[config.mk]
export PLATFORM = sky130hd
export DESIGN_NAME = dtc_core
export DESIGN_NICKNAME = d
export VERILOG_FILES = /design/src/shared/dtc_pkg.sv /design/src/core/dtc_core.sv
export SDC_FILE = /design/constraint.sdc
export NUM_CORES = 1
export LEC_CHECK = 0
export ABC_AREA = 1
export BUFFER_PORTS_ARGS = -buffer_cell sky130_fd_sc_hd__buf_2
export CORE_MARGIN = 2
export CORE_UTILIZATION = 30
export DETAILED_ROUTE_END_ITERATION = 10
export GPL_TIMING_DRIVEN = 0
export PLACE_DENSITY = 0.51
export SLEW_MARGIN = 20
export SYNTH_ARGS = -nofsm -noshare
export SYNTH_HDL_FRONTEND = slang
export SYNTH_SLANG_ARGS = --single-unit
[constraint.sdc]
create_clock -name CLK_SYS_IN -period 2.83 [get_ports CLK_SYS_IN]
set_clock_uncertainty 0.05 [all_clocks]
set_input_delay 0.566 -clock CLK_SYS_IN [delete_from_list [all_inputs] [get_ports CLK_SYS_IN]]
set_output_delay 0.566 -clock CLK_SYS_IN [all_outputs]
set_load 0.05 [all_outputs]
[src/shared/dtc_pkg.sv]
// Purpose: constants, types and register map of the trigger control block
// Assumes: APB slave with 32-bit data, one aligned word per register
// Notes:   level codes are signed fractions of the present full scale
package dtc_pkg;
  localparam int NCH    = 4;
  localparam int CIDX_W = $clog2(NCH);
  localparam int LVL_W  = 16;
  localparam int NLINE  = 8;
  localparam int SRC_W  = 5;
  localparam int RNG_W  = 3;
  localparam int NRNG   = 7;
  localparam int ADDR_W = 8;
  localparam int ERR_N  = 4;

  // register byte offsets
  localparam logic [ADDR_W-1:0] OFS_CTRL   = 8'h00;
  localparam logic [ADDR_W-1:0] OFS_STATUS = 8'h04;
  localparam logic [ADDR_W-1:0] OFS_MODE   = 8'h08;
  localparam logic [ADDR_W-1:0] OFS_SLOPE  = 8'h0C;
  localparam logic [ADDR_W-1:0] OFS_SOURCE = 8'h10;
  localparam logic [ADDR_W-1:0] OFS_RANGE  = 8'h14;
  localparam logic [ADDR_W-1:0] OFS_LEVEL0 = 8'h20;

  // field positions
  localparam int CTRL_ARM    = 0;
  localparam int CTRL_FORCE  = 1;
  localparam int CTRL_ABORT  = 2;
  localparam int CTRL_CMDRST = 3;
  localparam int ST_ERR_LSB  = 4;
  localparam int E_IGN       = 0;
  localparam int E_LEVEL     = 1;
  localparam int E_RESCALE   = 2;
  localparam int E_CONFLICT  = 3;
  localparam int MODE_LSB    = 0;
  localparam int PAIR_LSB    = 4;
  localparam int SLP_VAL     = 0;
  localparam int SLP_SEL_LSB = 4;
  localparam int SLP_QUERY   = 8;
  localparam int SRC2_LSB    = 8;

  typedef enum logic [1:0] {
    ST_IDLE        = 2'b00,
    ST_WAIT_TRIG   = 2'b01,
    ST_WAIT_SAMPLE = 2'b10
  } dtc_state_t;

  typedef enum logic [1:0] {
    MODE_NORMAL = 2'b00,
    MODE_MASTER = 2'b01,
    MODE_SLAVE  = 2'b10
  } dtc_mode_t;

  // trigger source codes
  localparam logic [SRC_W-1:0] SRC_OFF   = 5'h00;
  localparam logic [SRC_W-1:0] SRC_BUS   = 5'h01;
  localparam logic [SRC_W-1:0] SRC_EXT   = 5'h02;
  localparam logic [SRC_W-1:0] SRC_HOLD  = 5'h03;
  localparam logic [SRC_W-1:0] SRC_IMM   = 5'h04;
  localparam logic [SRC_W-1:0] SRC_INT1  = 5'h05;
  localparam logic [SRC_W-1:0] SRC_TTLT0 = 5'h09;
  localparam logic [SRC_W-1:0] SRC_LAST  = 5'h10;

  localparam logic SLOPE_POS = 1'b1;
  localparam logic SLOPE_NEG = 1'b0;

  localparam logic [SRC_W-1:0] RST_SRC1  = SRC_IMM;
  localparam logic [SRC_W-1:0] RST_SRC2  = SRC_HOLD;
  localparam logic [RNG_W-1:0] RST_RANGE = 3'h6;
  localparam logic signed [LVL_W-1:0] RST_LEVEL = 16'sh0000;
  localparam logic signed [LVL_W-1:0] LVL_FS    = 16'sh4000;

  typedef struct packed {
    logic [ADDR_W-1:0] addr;
    logic              write;
    logic [31:0]       wdata;
  } dtc_apb_req_t;
endpackage

[src/core/dtc_core.sv]
// Purpose: trigger control of a multichannel digitizer behind an APB slave
// Assumes: channel samples and sample tick come from logic on CLK_SYS_IN
// Notes:   backplane lines are active low, shared with peer modules
`timescale 1ns/1ps

// Overview of operation
// - force trigger while waiting jumps to sampling
// - force trigger otherwise ignored, error raised
// - per-channel level used by channel level sources
// - level writes outside present span rejected
// - range change keeps level fraction of scale
// - rescaled level clamped to span, error raised
// - positive slope fires upward on levels, negative downward
// - command reset zeroes all levels
// - level writes refused while armed
// - level of a channel readable
// - normal uses sources; master/slave binds lines
// - pair n uses line n sample, n+1 trigger
// - mode readable, writable while armed
// - two slopes; unnamed slope command targets one
// - slope one positive, zero negative
// - slope matters only for level or external
// - command reset sets both slopes positive
// - slope query reports named source, default one
// - external input fires on falling edge at positive slope, rising at negative
module dtc_core
  import dtc_pkg::*;
#(
  parameter logic signed [LVL_W-1:0] LVL_LIM [NRNG] = '{default: LVL_FS}
) (
  // clock and reset
  input  wire logic                   CLK_SYS_IN,
  input  wire logic                   RESET_N_IN,
  // apb slave
  input  wire logic                   PSEL_IN,
  input  wire logic                   PENABLE_IN,
  input  wire logic                   PWRITE_IN,
  input  wire logic [ADDR_W-1:0]      PADDR_IN,
  input  wire logic [31:0]            PWDATA_IN,
  output logic      [31:0]            PRDATA_OUT,
  output logic                        PREADY_OUT,
  output logic                        PSLVERR_OUT,
  // channel samples and sample timing
  input  wire logic [NCH*LVL_W-1:0]   CH_SAMPLE_IN,
  input  wire logic                   CH_VALID_IN,
  input  wire logic                   SAMPLE_TICK_IN,
  // external trigger pin
  input  wire logic                   EXT_TRIG_N_IN,
  // backplane sync lines
  input  wire logic [NLINE-1:0]       BP_LINE_IN,
  output logic      [NLINE-1:0]       BP_LINE_OUT,
  output logic      [NLINE-1:0]       BP_LINE_OE_N_OUT,
  // trigger status
  output logic                        TRIG_EVENT_OUT,
  output logic                        MEAS_START_OUT,
  output logic      [1:0]             ARM_STATE_OUT
);
  dtc_apb_req_t             req;
  dtc_state_t               state;
  dtc_mode_t                mode;
  logic [1:0]               pair;
  logic [SRC_W-1:0]         src1;
  logic [SRC_W-1:0]         src2;
  logic [1:0]               slope;
  logic                     slope_named;
  logic [RNG_W-1:0]         range_sel;
  logic signed [LVL_W-1:0]  level [NCH];
  logic signed [LVL_W-1:0]  prev  [NCH];
  logic signed [LVL_W-1:0]  samp  [NCH];
  logic                     prev_ok;
  logic [ERR_N-1:0]         err;
  logic [ERR_N-1:0]         set_err;
  logic                     pready;
  logic                     xfer;
  logic                     hit;
  logic [31:0]              rd_data;
  logic                     wr_ctrl, wr_status, wr_mode, wr_slope;
  logic                     wr_source, wr_range, wr_level;
  logic [CIDX_W-1:0]        lvl_idx;
  logic                     cmd_arm, cmd_force, cmd_abort, cmd_rst;
  logic [NLINE-1:0]         bp_s1, bp_s2, bp_s3;
  logic                     ext_s1, ext_s2, ext_s3;
  logic [NLINE-1:0]         line_fall;
  logic                     ext_fall, ext_rise;
  logic [NCH-1:0]           cross_up, cross_dn;
  logic [31:0]              ev_pos, ev_neg;
  logic                     ev1, ev2, trig_hit, sample_ev, fire_local;
  logic [2:0]               trig_line, samp_line;
  logic [NLINE-1:0]         next_drive;
  logic signed [LVL_W-1:0]  wr_lvl, lim_cur, lim_new;
  logic [RNG_W-1:0]         new_rng;
  logic [1:0]               new_mode;
  logic [2:0]               new_pair;
  logic [SRC_W-1:0]         new_src1, new_src2;
  logic [1:0]               slp_sel;

  assign req.addr  = PADDR_IN;
  assign req.write = PWRITE_IN;
  assign req.wdata = PWDATA_IN;

  // apb: one wait state, effects at the edge where pready is high
  assign xfer = PSEL_IN & PENABLE_IN & pready;
  assign lvl_idx = req.addr[CIDX_W+1:2];

  always_comb begin
    wr_ctrl   = 1'b0;
    wr_status = 1'b0;
    wr_mode   = 1'b0;
    wr_slope  = 1'b0;
    wr_source = 1'b0;
    wr_range  = 1'b0;
    wr_level  = 1'b0;
    hit       = 1'b1;
    rd_data   = 32'h0000_0000;
    if (req.addr == OFS_CTRL) begin
      wr_ctrl = 1'b1;
      rd_data[1:0] = state;
    end else if (req.addr == OFS_STATUS) begin
      wr_status = 1'b1;
      rd_data[1:0] = state;
      rd_data[ST_ERR_LSB +: ERR_N] = err;
    end else if (req.addr == OFS_MODE) begin
      wr_mode = 1'b1;
      rd_data[MODE_LSB +: 2] = mode;
      rd_data[PAIR_LSB +: 3] = {pair, 1'b0};
    end else if (req.addr == OFS_SLOPE) begin
      wr_slope = 1'b1;
      rd_data[0] = slope_named ? slope[1] : slope[0];
      rd_data[2:1] = slope;
    end else if (req.addr == OFS_SOURCE) begin
      wr_source = 1'b1;
      rd_data[0 +: SRC_W] = src1;
      rd_data[SRC2_LSB +: SRC_W] = src2;
    end else if (req.addr == OFS_RANGE) begin
      wr_range = 1'b1;
      rd_data[RNG_W-1:0] = range_sel;
    end else if ((req.addr[ADDR_W-1:CIDX_W+2] ==
                  OFS_LEVEL0[ADDR_W-1:CIDX_W+2]) &&
                 (req.addr[1:0] == 2'b00)) begin
      wr_level = 1'b1;
      rd_data = {{(32-LVL_W){level[lvl_idx][LVL_W-1]}},
                 level[lvl_idx]};
    end else begin
      hit = 1'b0;
    end
  end

  always_ff @(posedge CLK_SYS_IN or negedge RESET_N_IN) begin
    if (!RESET_N_IN) begin
      pready      <= 1'b0;
      PRDATA_OUT  <= 32'h0000_0000;
      PSLVERR_OUT <= 1'b0;
    end else begin
      pready      <= PSEL_IN & PENABLE_IN & ~pready;
      PSLVERR_OUT <= PSEL_IN & PENABLE_IN & ~pready & ~hit;
      if (PSEL_IN & PENABLE_IN & ~pready) begin
        PRDATA_OUT <= (hit && !req.write) ? rd_data : 32'h0000_0000;
      end
    end
  end
  assign PREADY_OUT = pready;

  // command strobes, qualified by a completed, decoded write
  assign cmd_arm   = xfer & req.write & wr_ctrl & req.wdata[CTRL_ARM];
  assign cmd_force = xfer & req.write & wr_ctrl & req.wdata[CTRL_FORCE];
  assign cmd_abort = xfer & req.write & wr_ctrl & req.wdata[CTRL_ABORT];
  assign cmd_rst   = xfer & req.write & wr_ctrl & req.wdata[CTRL_CMDRST];

  assign wr_lvl   = req.wdata[LVL_W-1:0];
  assign lim_cur  = LVL_LIM[range_sel];
  assign new_rng  = req.wdata[RNG_W-1:0];
  assign lim_new  = (new_rng < RNG_W'(NRNG)) ? LVL_LIM[new_rng] : LVL_FS;
  assign new_mode = req.wdata[MODE_LSB +: 2];
  assign new_pair = req.wdata[PAIR_LSB +: 3];
  assign new_src1 = req.wdata[0 +: SRC_W];
  assign new_src2 = req.wdata[SRC2_LSB +: SRC_W];
  assign slp_sel  = req.wdata[SLP_SEL_LSB +: 2];

  // pin and backplane synchronisers; the third stage is for edges
  always_ff @(posedge CLK_SYS_IN or negedge RESET_N_IN) begin
    if (!RESET_N_IN) begin
      bp_s1  <= '1;
      bp_s2  <= '1;
      bp_s3  <= '1;
      ext_s1 <= 1'b1;
      ext_s2 <= 1'b1;
      ext_s3 <= 1'b1;
    end else begin
      bp_s1  <= BP_LINE_IN;
      bp_s2  <= bp_s1;
      bp_s3  <= bp_s2;
      ext_s1 <= EXT_TRIG_N_IN;
      ext_s2 <= ext_s1;
      ext_s3 <= ext_s2;
    end
  end
  assign line_fall = bp_s3 & ~bp_s2;
  assign ext_fall  = ext_s3 & ~ext_s2;
  assign ext_rise  = ~ext_s3 & ext_s2;

  // level crossing from consecutive samples
  always_comb begin
    for (int c = 0; c < NCH; c++) begin
      samp[c] = CH_SAMPLE_IN[c*LVL_W +: LVL_W];
      cross_up[c] = CH_VALID_IN & prev_ok &
                    (prev[c] < level[c]) & (samp[c] >= level[c]);
      cross_dn[c] = CH_VALID_IN & prev_ok &
                    (prev[c] > level[c]) & (samp[c] <= level[c]);
    end
  end

  always_ff @(posedge CLK_SYS_IN or negedge RESET_N_IN) begin
    if (!RESET_N_IN) begin
      prev_ok <= 1'b0;
      for (int c = 0; c < NCH; c++) begin
        prev[c] <= RST_LEVEL;
      end
    end else if (CH_VALID_IN) begin
      prev_ok <= 1'b1;
      for (int c = 0; c < NCH; c++) begin
        prev[c] <= samp[c];
      end
    end
  end

  // source events by code; slope only steers level and external
  always_comb begin
    ev_pos = 32'h0000_0000;
    ev_neg = 32'h0000_0000;
    ev_pos[SRC_IMM] = 1'b1;
    ev_neg[SRC_IMM] = 1'b1;
    ev_pos[SRC_EXT] = ext_fall;
    ev_neg[SRC_EXT] = ext_rise;
    for (int c = 0; c < NCH; c++) begin
      ev_pos[SRC_INT1 + c] = cross_up[c];
      ev_neg[SRC_INT1 + c] = cross_dn[c];
    end
    for (int l = 0; l < NLINE; l++) begin
      ev_pos[SRC_TTLT0 + l] = line_fall[l];
      ev_neg[SRC_TTLT0 + l] = line_fall[l];
    end
  end

  assign ev1 = slope[0] ? ev_pos[src1] : ev_neg[src1];
  assign ev2 = slope[1] ? ev_pos[src2] : ev_neg[src2];
  assign samp_line = {pair, 1'b0};
  assign trig_line = {pair, 1'b1};
  assign fire_local = (state == ST_WAIT_TRIG) && (mode == MODE_MASTER) &&
                      (cmd_force || ev2);

  always_comb begin
    if (mode == MODE_NORMAL) begin
      trig_hit  = ev1 | ev2;
      sample_ev = SAMPLE_TICK_IN;
    end else begin
      trig_hit  = line_fall[trig_line] | ev2;
      sample_ev = line_fall[samp_line];
    end
  end

  // arm state machine
  always_ff @(posedge CLK_SYS_IN or negedge RESET_N_IN) begin
    if (!RESET_N_IN) begin
      state <= ST_IDLE;
    end else if (cmd_rst || cmd_abort) begin
      state <= ST_IDLE;
    end else begin
      case (state)
        ST_IDLE: begin
          if (cmd_arm) begin
            state <= ST_WAIT_TRIG;
          end
        end
        ST_WAIT_TRIG: begin
          if (cmd_force || trig_hit) begin
            state <= ST_WAIT_SAMPLE;
          end
        end
        ST_WAIT_SAMPLE: begin
          if (sample_ev) begin
            state <= ST_IDLE;
          end
        end
        default: begin
          state <= ST_IDLE;
        end
      endcase
    end
  end

  always_ff @(posedge CLK_SYS_IN or negedge RESET_N_IN) begin
    if (!RESET_N_IN) begin
      TRIG_EVENT_OUT <= 1'b0;
      MEAS_START_OUT <= 1'b0;
      ARM_STATE_OUT  <= ST_IDLE;
    end else begin
      TRIG_EVENT_OUT <= (state == ST_WAIT_TRIG) && (cmd_force || trig_hit)
                        && !cmd_rst && !cmd_abort;
      MEAS_START_OUT <= (state == ST_WAIT_SAMPLE) && sample_ev
                        && !cmd_rst && !cmd_abort;
      ARM_STATE_OUT  <= state;
    end
  end

  // master drives its pair low; slaves only listen
  always_comb begin
    next_drive = '0;
    if (mode == MODE_MASTER) begin
      next_drive[samp_line] = SAMPLE_TICK_IN;
      next_drive[trig_line] = fire_local;
    end
  end

  always_ff @(posedge CLK_SYS_IN or negedge RESET_N_IN) begin
    if (!RESET_N_IN) begin
      BP_LINE_OUT      <= '1;
      BP_LINE_OE_N_OUT <= '1;
    end else begin
      BP_LINE_OUT      <= ~next_drive;
      BP_LINE_OE_N_OUT <= ~next_drive;
    end
  end

  // error flags: a new event wins over write-one-to-clear
  always_comb begin
    set_err = '0;
    set_err[E_IGN] = cmd_force && (state != ST_WAIT_TRIG);
    if (xfer && req.write && wr_level) begin
      if (state != ST_IDLE) begin
        set_err[E_CONFLICT] = 1'b1;
      end else if ((wr_lvl > lim_cur) || (wr_lvl < -lim_cur)) begin
        set_err[E_LEVEL] = 1'b1;
      end
    end
    if (xfer && req.write && wr_range) begin
      if (new_rng >= RNG_W'(NRNG)) begin
        set_err[E_CONFLICT] = 1'b1;
      end else begin
        for (int c = 0; c < NCH; c++) begin
          if ((level[c] > lim_new) || (level[c] < -lim_new)) begin
            set_err[E_RESCALE] = 1'b1;
          end
        end
      end
    end
    if (xfer && req.write && wr_mode &&
        ((new_mode == 2'b11) || new_pair[0])) begin
      set_err[E_CONFLICT] = 1'b1;
    end
    if (xfer && req.write && wr_source &&
        ((new_src1 > SRC_LAST) || (new_src2 > SRC_LAST) ||
         ((mode != MODE_NORMAL) && (new_src1 != src1)))) begin
      set_err[E_CONFLICT] = 1'b1;
    end
  end

  always_ff @(posedge CLK_SYS_IN or negedge RESET_N_IN) begin
    if (!RESET_N_IN) begin
      err <= '0;
    end else if (xfer && req.write && wr_status) begin
      err <= (err & ~req.wdata[ST_ERR_LSB +: ERR_N]) | set_err;
    end else begin
      err <= err | set_err;
    end
  end

  // trigger levels
  always_ff @(posedge CLK_SYS_IN or negedge RESET_N_IN) begin
    if (!RESET_N_IN) begin
      for (int c = 0; c < NCH; c++) begin
        level[c] <= RST_LEVEL;
      end
    end else if (cmd_rst) begin
      for (int c = 0; c < NCH; c++) begin
        level[c] <= RST_LEVEL;
      end
    end else if (xfer && req.write && wr_level && (state == ST_IDLE) &&
                 (wr_lvl <= lim_cur) && (wr_lvl >= -lim_cur)) begin
      level[lvl_idx] <= wr_lvl;
    end else if (xfer && req.write && wr_range &&
                 (new_rng < RNG_W'(NRNG))) begin
      // code is a fraction of full scale, so it carries over as is unless outside the new span, where it is clamped
      for (int c = 0; c < NCH; c++) begin
        if (level[c] > lim_new) begin
          level[c] <= lim_new;
        end else if (level[c] < -lim_new) begin
          level[c] <= -lim_new;
        end else begin
          level[c] <= level[c];
        end
      end
    end
  end

  // range, mode, sources and slopes
  always_ff @(posedge CLK_SYS_IN or negedge RESET_N_IN) begin
    if (!RESET_N_IN) begin
      range_sel <= RST_RANGE;
    end else if (cmd_rst) begin
      range_sel <= RST_RANGE;
    end else if (xfer && req.write && wr_range &&
                 (new_rng < RNG_W'(NRNG))) begin
      range_sel <= new_rng;
    end
  end

  always_ff @(posedge CLK_SYS_IN or negedge RESET_N_IN) begin
    if (!RESET_N_IN) begin
      mode <= MODE_NORMAL;
      pair <= 2'b00;
    end else if (cmd_rst) begin
      mode <= MODE_NORMAL;
    end else if (xfer && req.write && wr_mode &&
                 (new_mode != 2'b11) && !new_pair[0]) begin
      mode <= dtc_mode_t'(new_mode);
      pair <= new_pair[2:1];
    end
  end

  always_ff @(posedge CLK_SYS_IN or negedge RESET_N_IN) begin
    if (!RESET_N_IN) begin
      src1 <= RST_SRC1;
      src2 <= RST_SRC2;
    end else if (cmd_rst) begin
      src1 <= RST_SRC1;
      src2 <= RST_SRC2;
    end else if (xfer && req.write && wr_source) begin
      if ((new_src1 <= SRC_LAST) && (mode == MODE_NORMAL)) begin
        src1 <= new_src1;
      end
      if (new_src2 <= SRC_LAST) begin
        src2 <= new_src2;
      end
    end
  end

  always_ff @(posedge CLK_SYS_IN or negedge RESET_N_IN) begin
    if (!RESET_N_IN) begin
      slope       <= {SLOPE_POS, SLOPE_POS};
      slope_named <= 1'b0;
    end else if (cmd_rst) begin
      slope       <= {SLOPE_POS, SLOPE_POS};
      slope_named <= 1'b0;
    end else if (xfer && req.write && wr_slope) begin
      slope_named <= (slp_sel == 2'b10);
      if (!req.wdata[SLP_QUERY]) begin
        if (slp_sel == 2'b10) begin
          slope[1] <= req.wdata[SLP_VAL];
        end else begin
          slope[0] <= req.wdata[SLP_VAL];
        end
      end
    end
  end
endmodule

==> metrics.txt <==
status finished, final reports clean; Peak Freq 0.3690 GHz; CTS buffer count 28; chip width 210.7 um; initial antenna violation count 1; Port-buffer cells 156; Antenna Violating Nets Remaining 0; final hold vios 0; Initial Utilization 30.48%; total power 8.164 mW; Worst EP arrival 3.07 ns; Synth cell types 49; mux cell area share after synthesis 0%; Mapped Nets 1858; worst-path fanout max 8; count leader, synth nand2_1; Detail Placement HPWL 35170 um; die area 0.04438 sq mm; largest net degree at the start of global routing 90; Post-Synthesis Cells 1610; setup TNS 0 ns; fin crit period 2.710 ns; Seq/Total Area, Yosys 41.81%; simple-gate share of the synthesized area 21.72%; worst reg-to-reg path cell count 20; clock slew at reported path FFs 0.06 ns; Req. time, crit path 3.19 ns; core area 0.04204 sq mm; pwr/cell area 511.5 mW/mm^2; WL per Instance 18.98 um; clk_lat worst skew 0.56 ns; CP endpoint kind flop; Slew headroom 50.90%; area share of fa/ha/maj cells after synthesis 12.50%; # fillers 4386; die height 210.7 um; final WL 45470 um; Antenna Cells 0; hold depth 1; RR Startpoint level[31]; largest cells by area after synthesis dfrtp_1, nand2_1, ha_1, dfstp_2, inv_1; iteration-0 DRC count of the detailed router 1029; Post-Synth XOR/XNOR Area 0%; CTS tree yes; # rows 75; R2R Path End BP_LINE_OE_N_OUT[7]; Post-Syn Area 0.01281 sq mm; Congestion Overflow GR 0; CP Launch Type input port; Hold WC Path Type input port to flop; leakage 8.283 nW; Ports 174; Avg Inst Size Synth 7.959 sq um; ys flop type dfrtp_1; hold worst-path end bp_s1[7]; average via count per standard cell 5.008; Worst Setup SP PWDATA_IN[1]; last weighted congestion value of the routability-driven placer 0.9890; first-pass GRT wire length 68100 um; actual slew at the worst max-slew pin 0.7366 ns; Final Max Tran Viols 0; post-synth top area share 33.20%; Via Count 12000; P&R area growth vs syn 24.56%; R2R setup slack 0.14 ns; layout cells sized above 1 24.35%; CTS max path bufs 3; Total GRT Usage 20.19%; compound-cell area share of the yosys netlist 14.77%; commonest cells in the netlist nand2_1, inv_1, dfrtp_1; Yosys top cell by area dfrtp_1; RSZ-0062 raised after global routing true; hold_sp BP_LINE_IN[7]; Peak supply drop 0.0003824 V; flops & latches, synth 212; Min Hold Slack 0.05613 ns; total of max-cap violations 0; Async SR Flop Fraction 100.0%; drt drc 0; largest family of logic cells by synthesized area simple AND/OR/NAND/NOR gates; pre-CTS setup slack -0.4052 ns; vias in the first global route 11420; H-tree depth 1; First-pass DRT Iterations 5; clock root buffer clkbuf_16; Post-synth EDFFs 0; fin nets 2082; PnR worst setup slack 0.1203 ns; synth warn 0; crit path kind input port to flop; clock sinks 212; final worst-path cycle share 95.75%; endpoints failing setup 0
-- kinds of logic (layout without fill, tap and decap cells) --
logic type / after synthesis / after routing
and+or+nand+nor: 672 / 672
AOI/OAI and AO/OA: 319 / 319
buffers and inverters: 279 / 525
DFF: 212 / 212
adders and majority gates: 128 / 128
-- timing repair --
action	4_1_cts	5_1_grt
hold buffers	1	0
pin swaps	0	27
setup buffers	1	34
endpoints found under the hold margin	17	0
gates resized for setup	17	110
setup endpoints to repair	7	9
-- per-stage QoR --
stage | utilization (%) | std cells | cell area, sq um
floorplan | - | 1610 | 12810
global placement | 33.94 | 2305 | 14270
detailed placement | 34.10 | 2307 | 14330
CTS | 36.73 | 2361 | 15440
global route | 37.96 | 2395 | 15960
finish | 37.96 | 2395 | 15960
-- flip-flops by register name, summed over array words and instances, names as in the netlist, 3 cells and up --
signal / cells
bp_s3: 8
src1: 5
range_sel: 3
BP_LINE_OE_N_OUT: 8
level: 64
bp_s2: 8
src2: 5
bp_s1: 8
prev: 64
err: 4
PRDATA_OUT: 16
-- final cells by class --
cell class	instances	area, sq um	area share, %
Timing Repair Buffer	194	1119	7.008
Buffer	58	342.8	2.148
Multi-Input combinational cell	1119	6601	41.36
Clock inverter	10	105.1	0.6585
Inverter	221	852.1	5.339
Sequential cell	212	5359	33.58
Tap cell	539	674.4	4.225
Clock buffer	42	907.1	5.684
-- critical path: stages --
cell	delay (ns)
buf_2	0.13
inv_1	0.44
nand4_1	0.30
o311ai_2	0.40
nand2_2	0.14
nor2_4	0.24
inv_4	0.11
nand2_4	0.09
inv_4	0.07
nand2_1	0.09
inv_1	0.04
nor3_1	0.30
o22ai_1	0.14
-- metal layers --
layer  GRT usage [%]  wire length, um  vias up
li1                -                -     5829
met1           28.05            21080     5685
met2           31.22            19780      387
met3           4.103             2998       92
met4           7.018             1604        2
met5               0               13        -
-- cell usage in the layout (no fill, tap or decap), types with 42 or more instances in the layout --
cell	n
dfrtp_1	169
inv_2	44
nand3_1	67
buf_2	158
ha_1	119
nor2_1	91
buf_4	59
dfstp_2	42
o21ai_0	85
o22ai_1	84
inv_1	161
nand2_1	419
a21oi_1	74
-- where the power goes --
| part | total (mW) | leakage, nW | internal [mW] | switching [mW] |
|---|---|---|---|---|
| Clock | 3.81 | 0.501 | 2.38 | 1.42 |
| Combinational | 1.06 | 5.46 | 0.333 | 0.732 |
| Sequential | 3.29 | 2.32 | 3.20 | 0.0940 |
-- worst max-delay path by stage --
stage	cells after the start	end	slack, ns
3_5_place_dp	15	TRIG_EVENT_OUT	-0.41
5_1_grt	22	state[1]	-0.03
3_3_place_gp	1	prev[48]	-2.78
2_1_floorplan	18	state[1]	0.37
6_report	13	level[35]	0.12
4_1_cts	21	TRIG_EVENT_OUT	0.003
No activity file was read; power rests on OpenSTA's default activity.
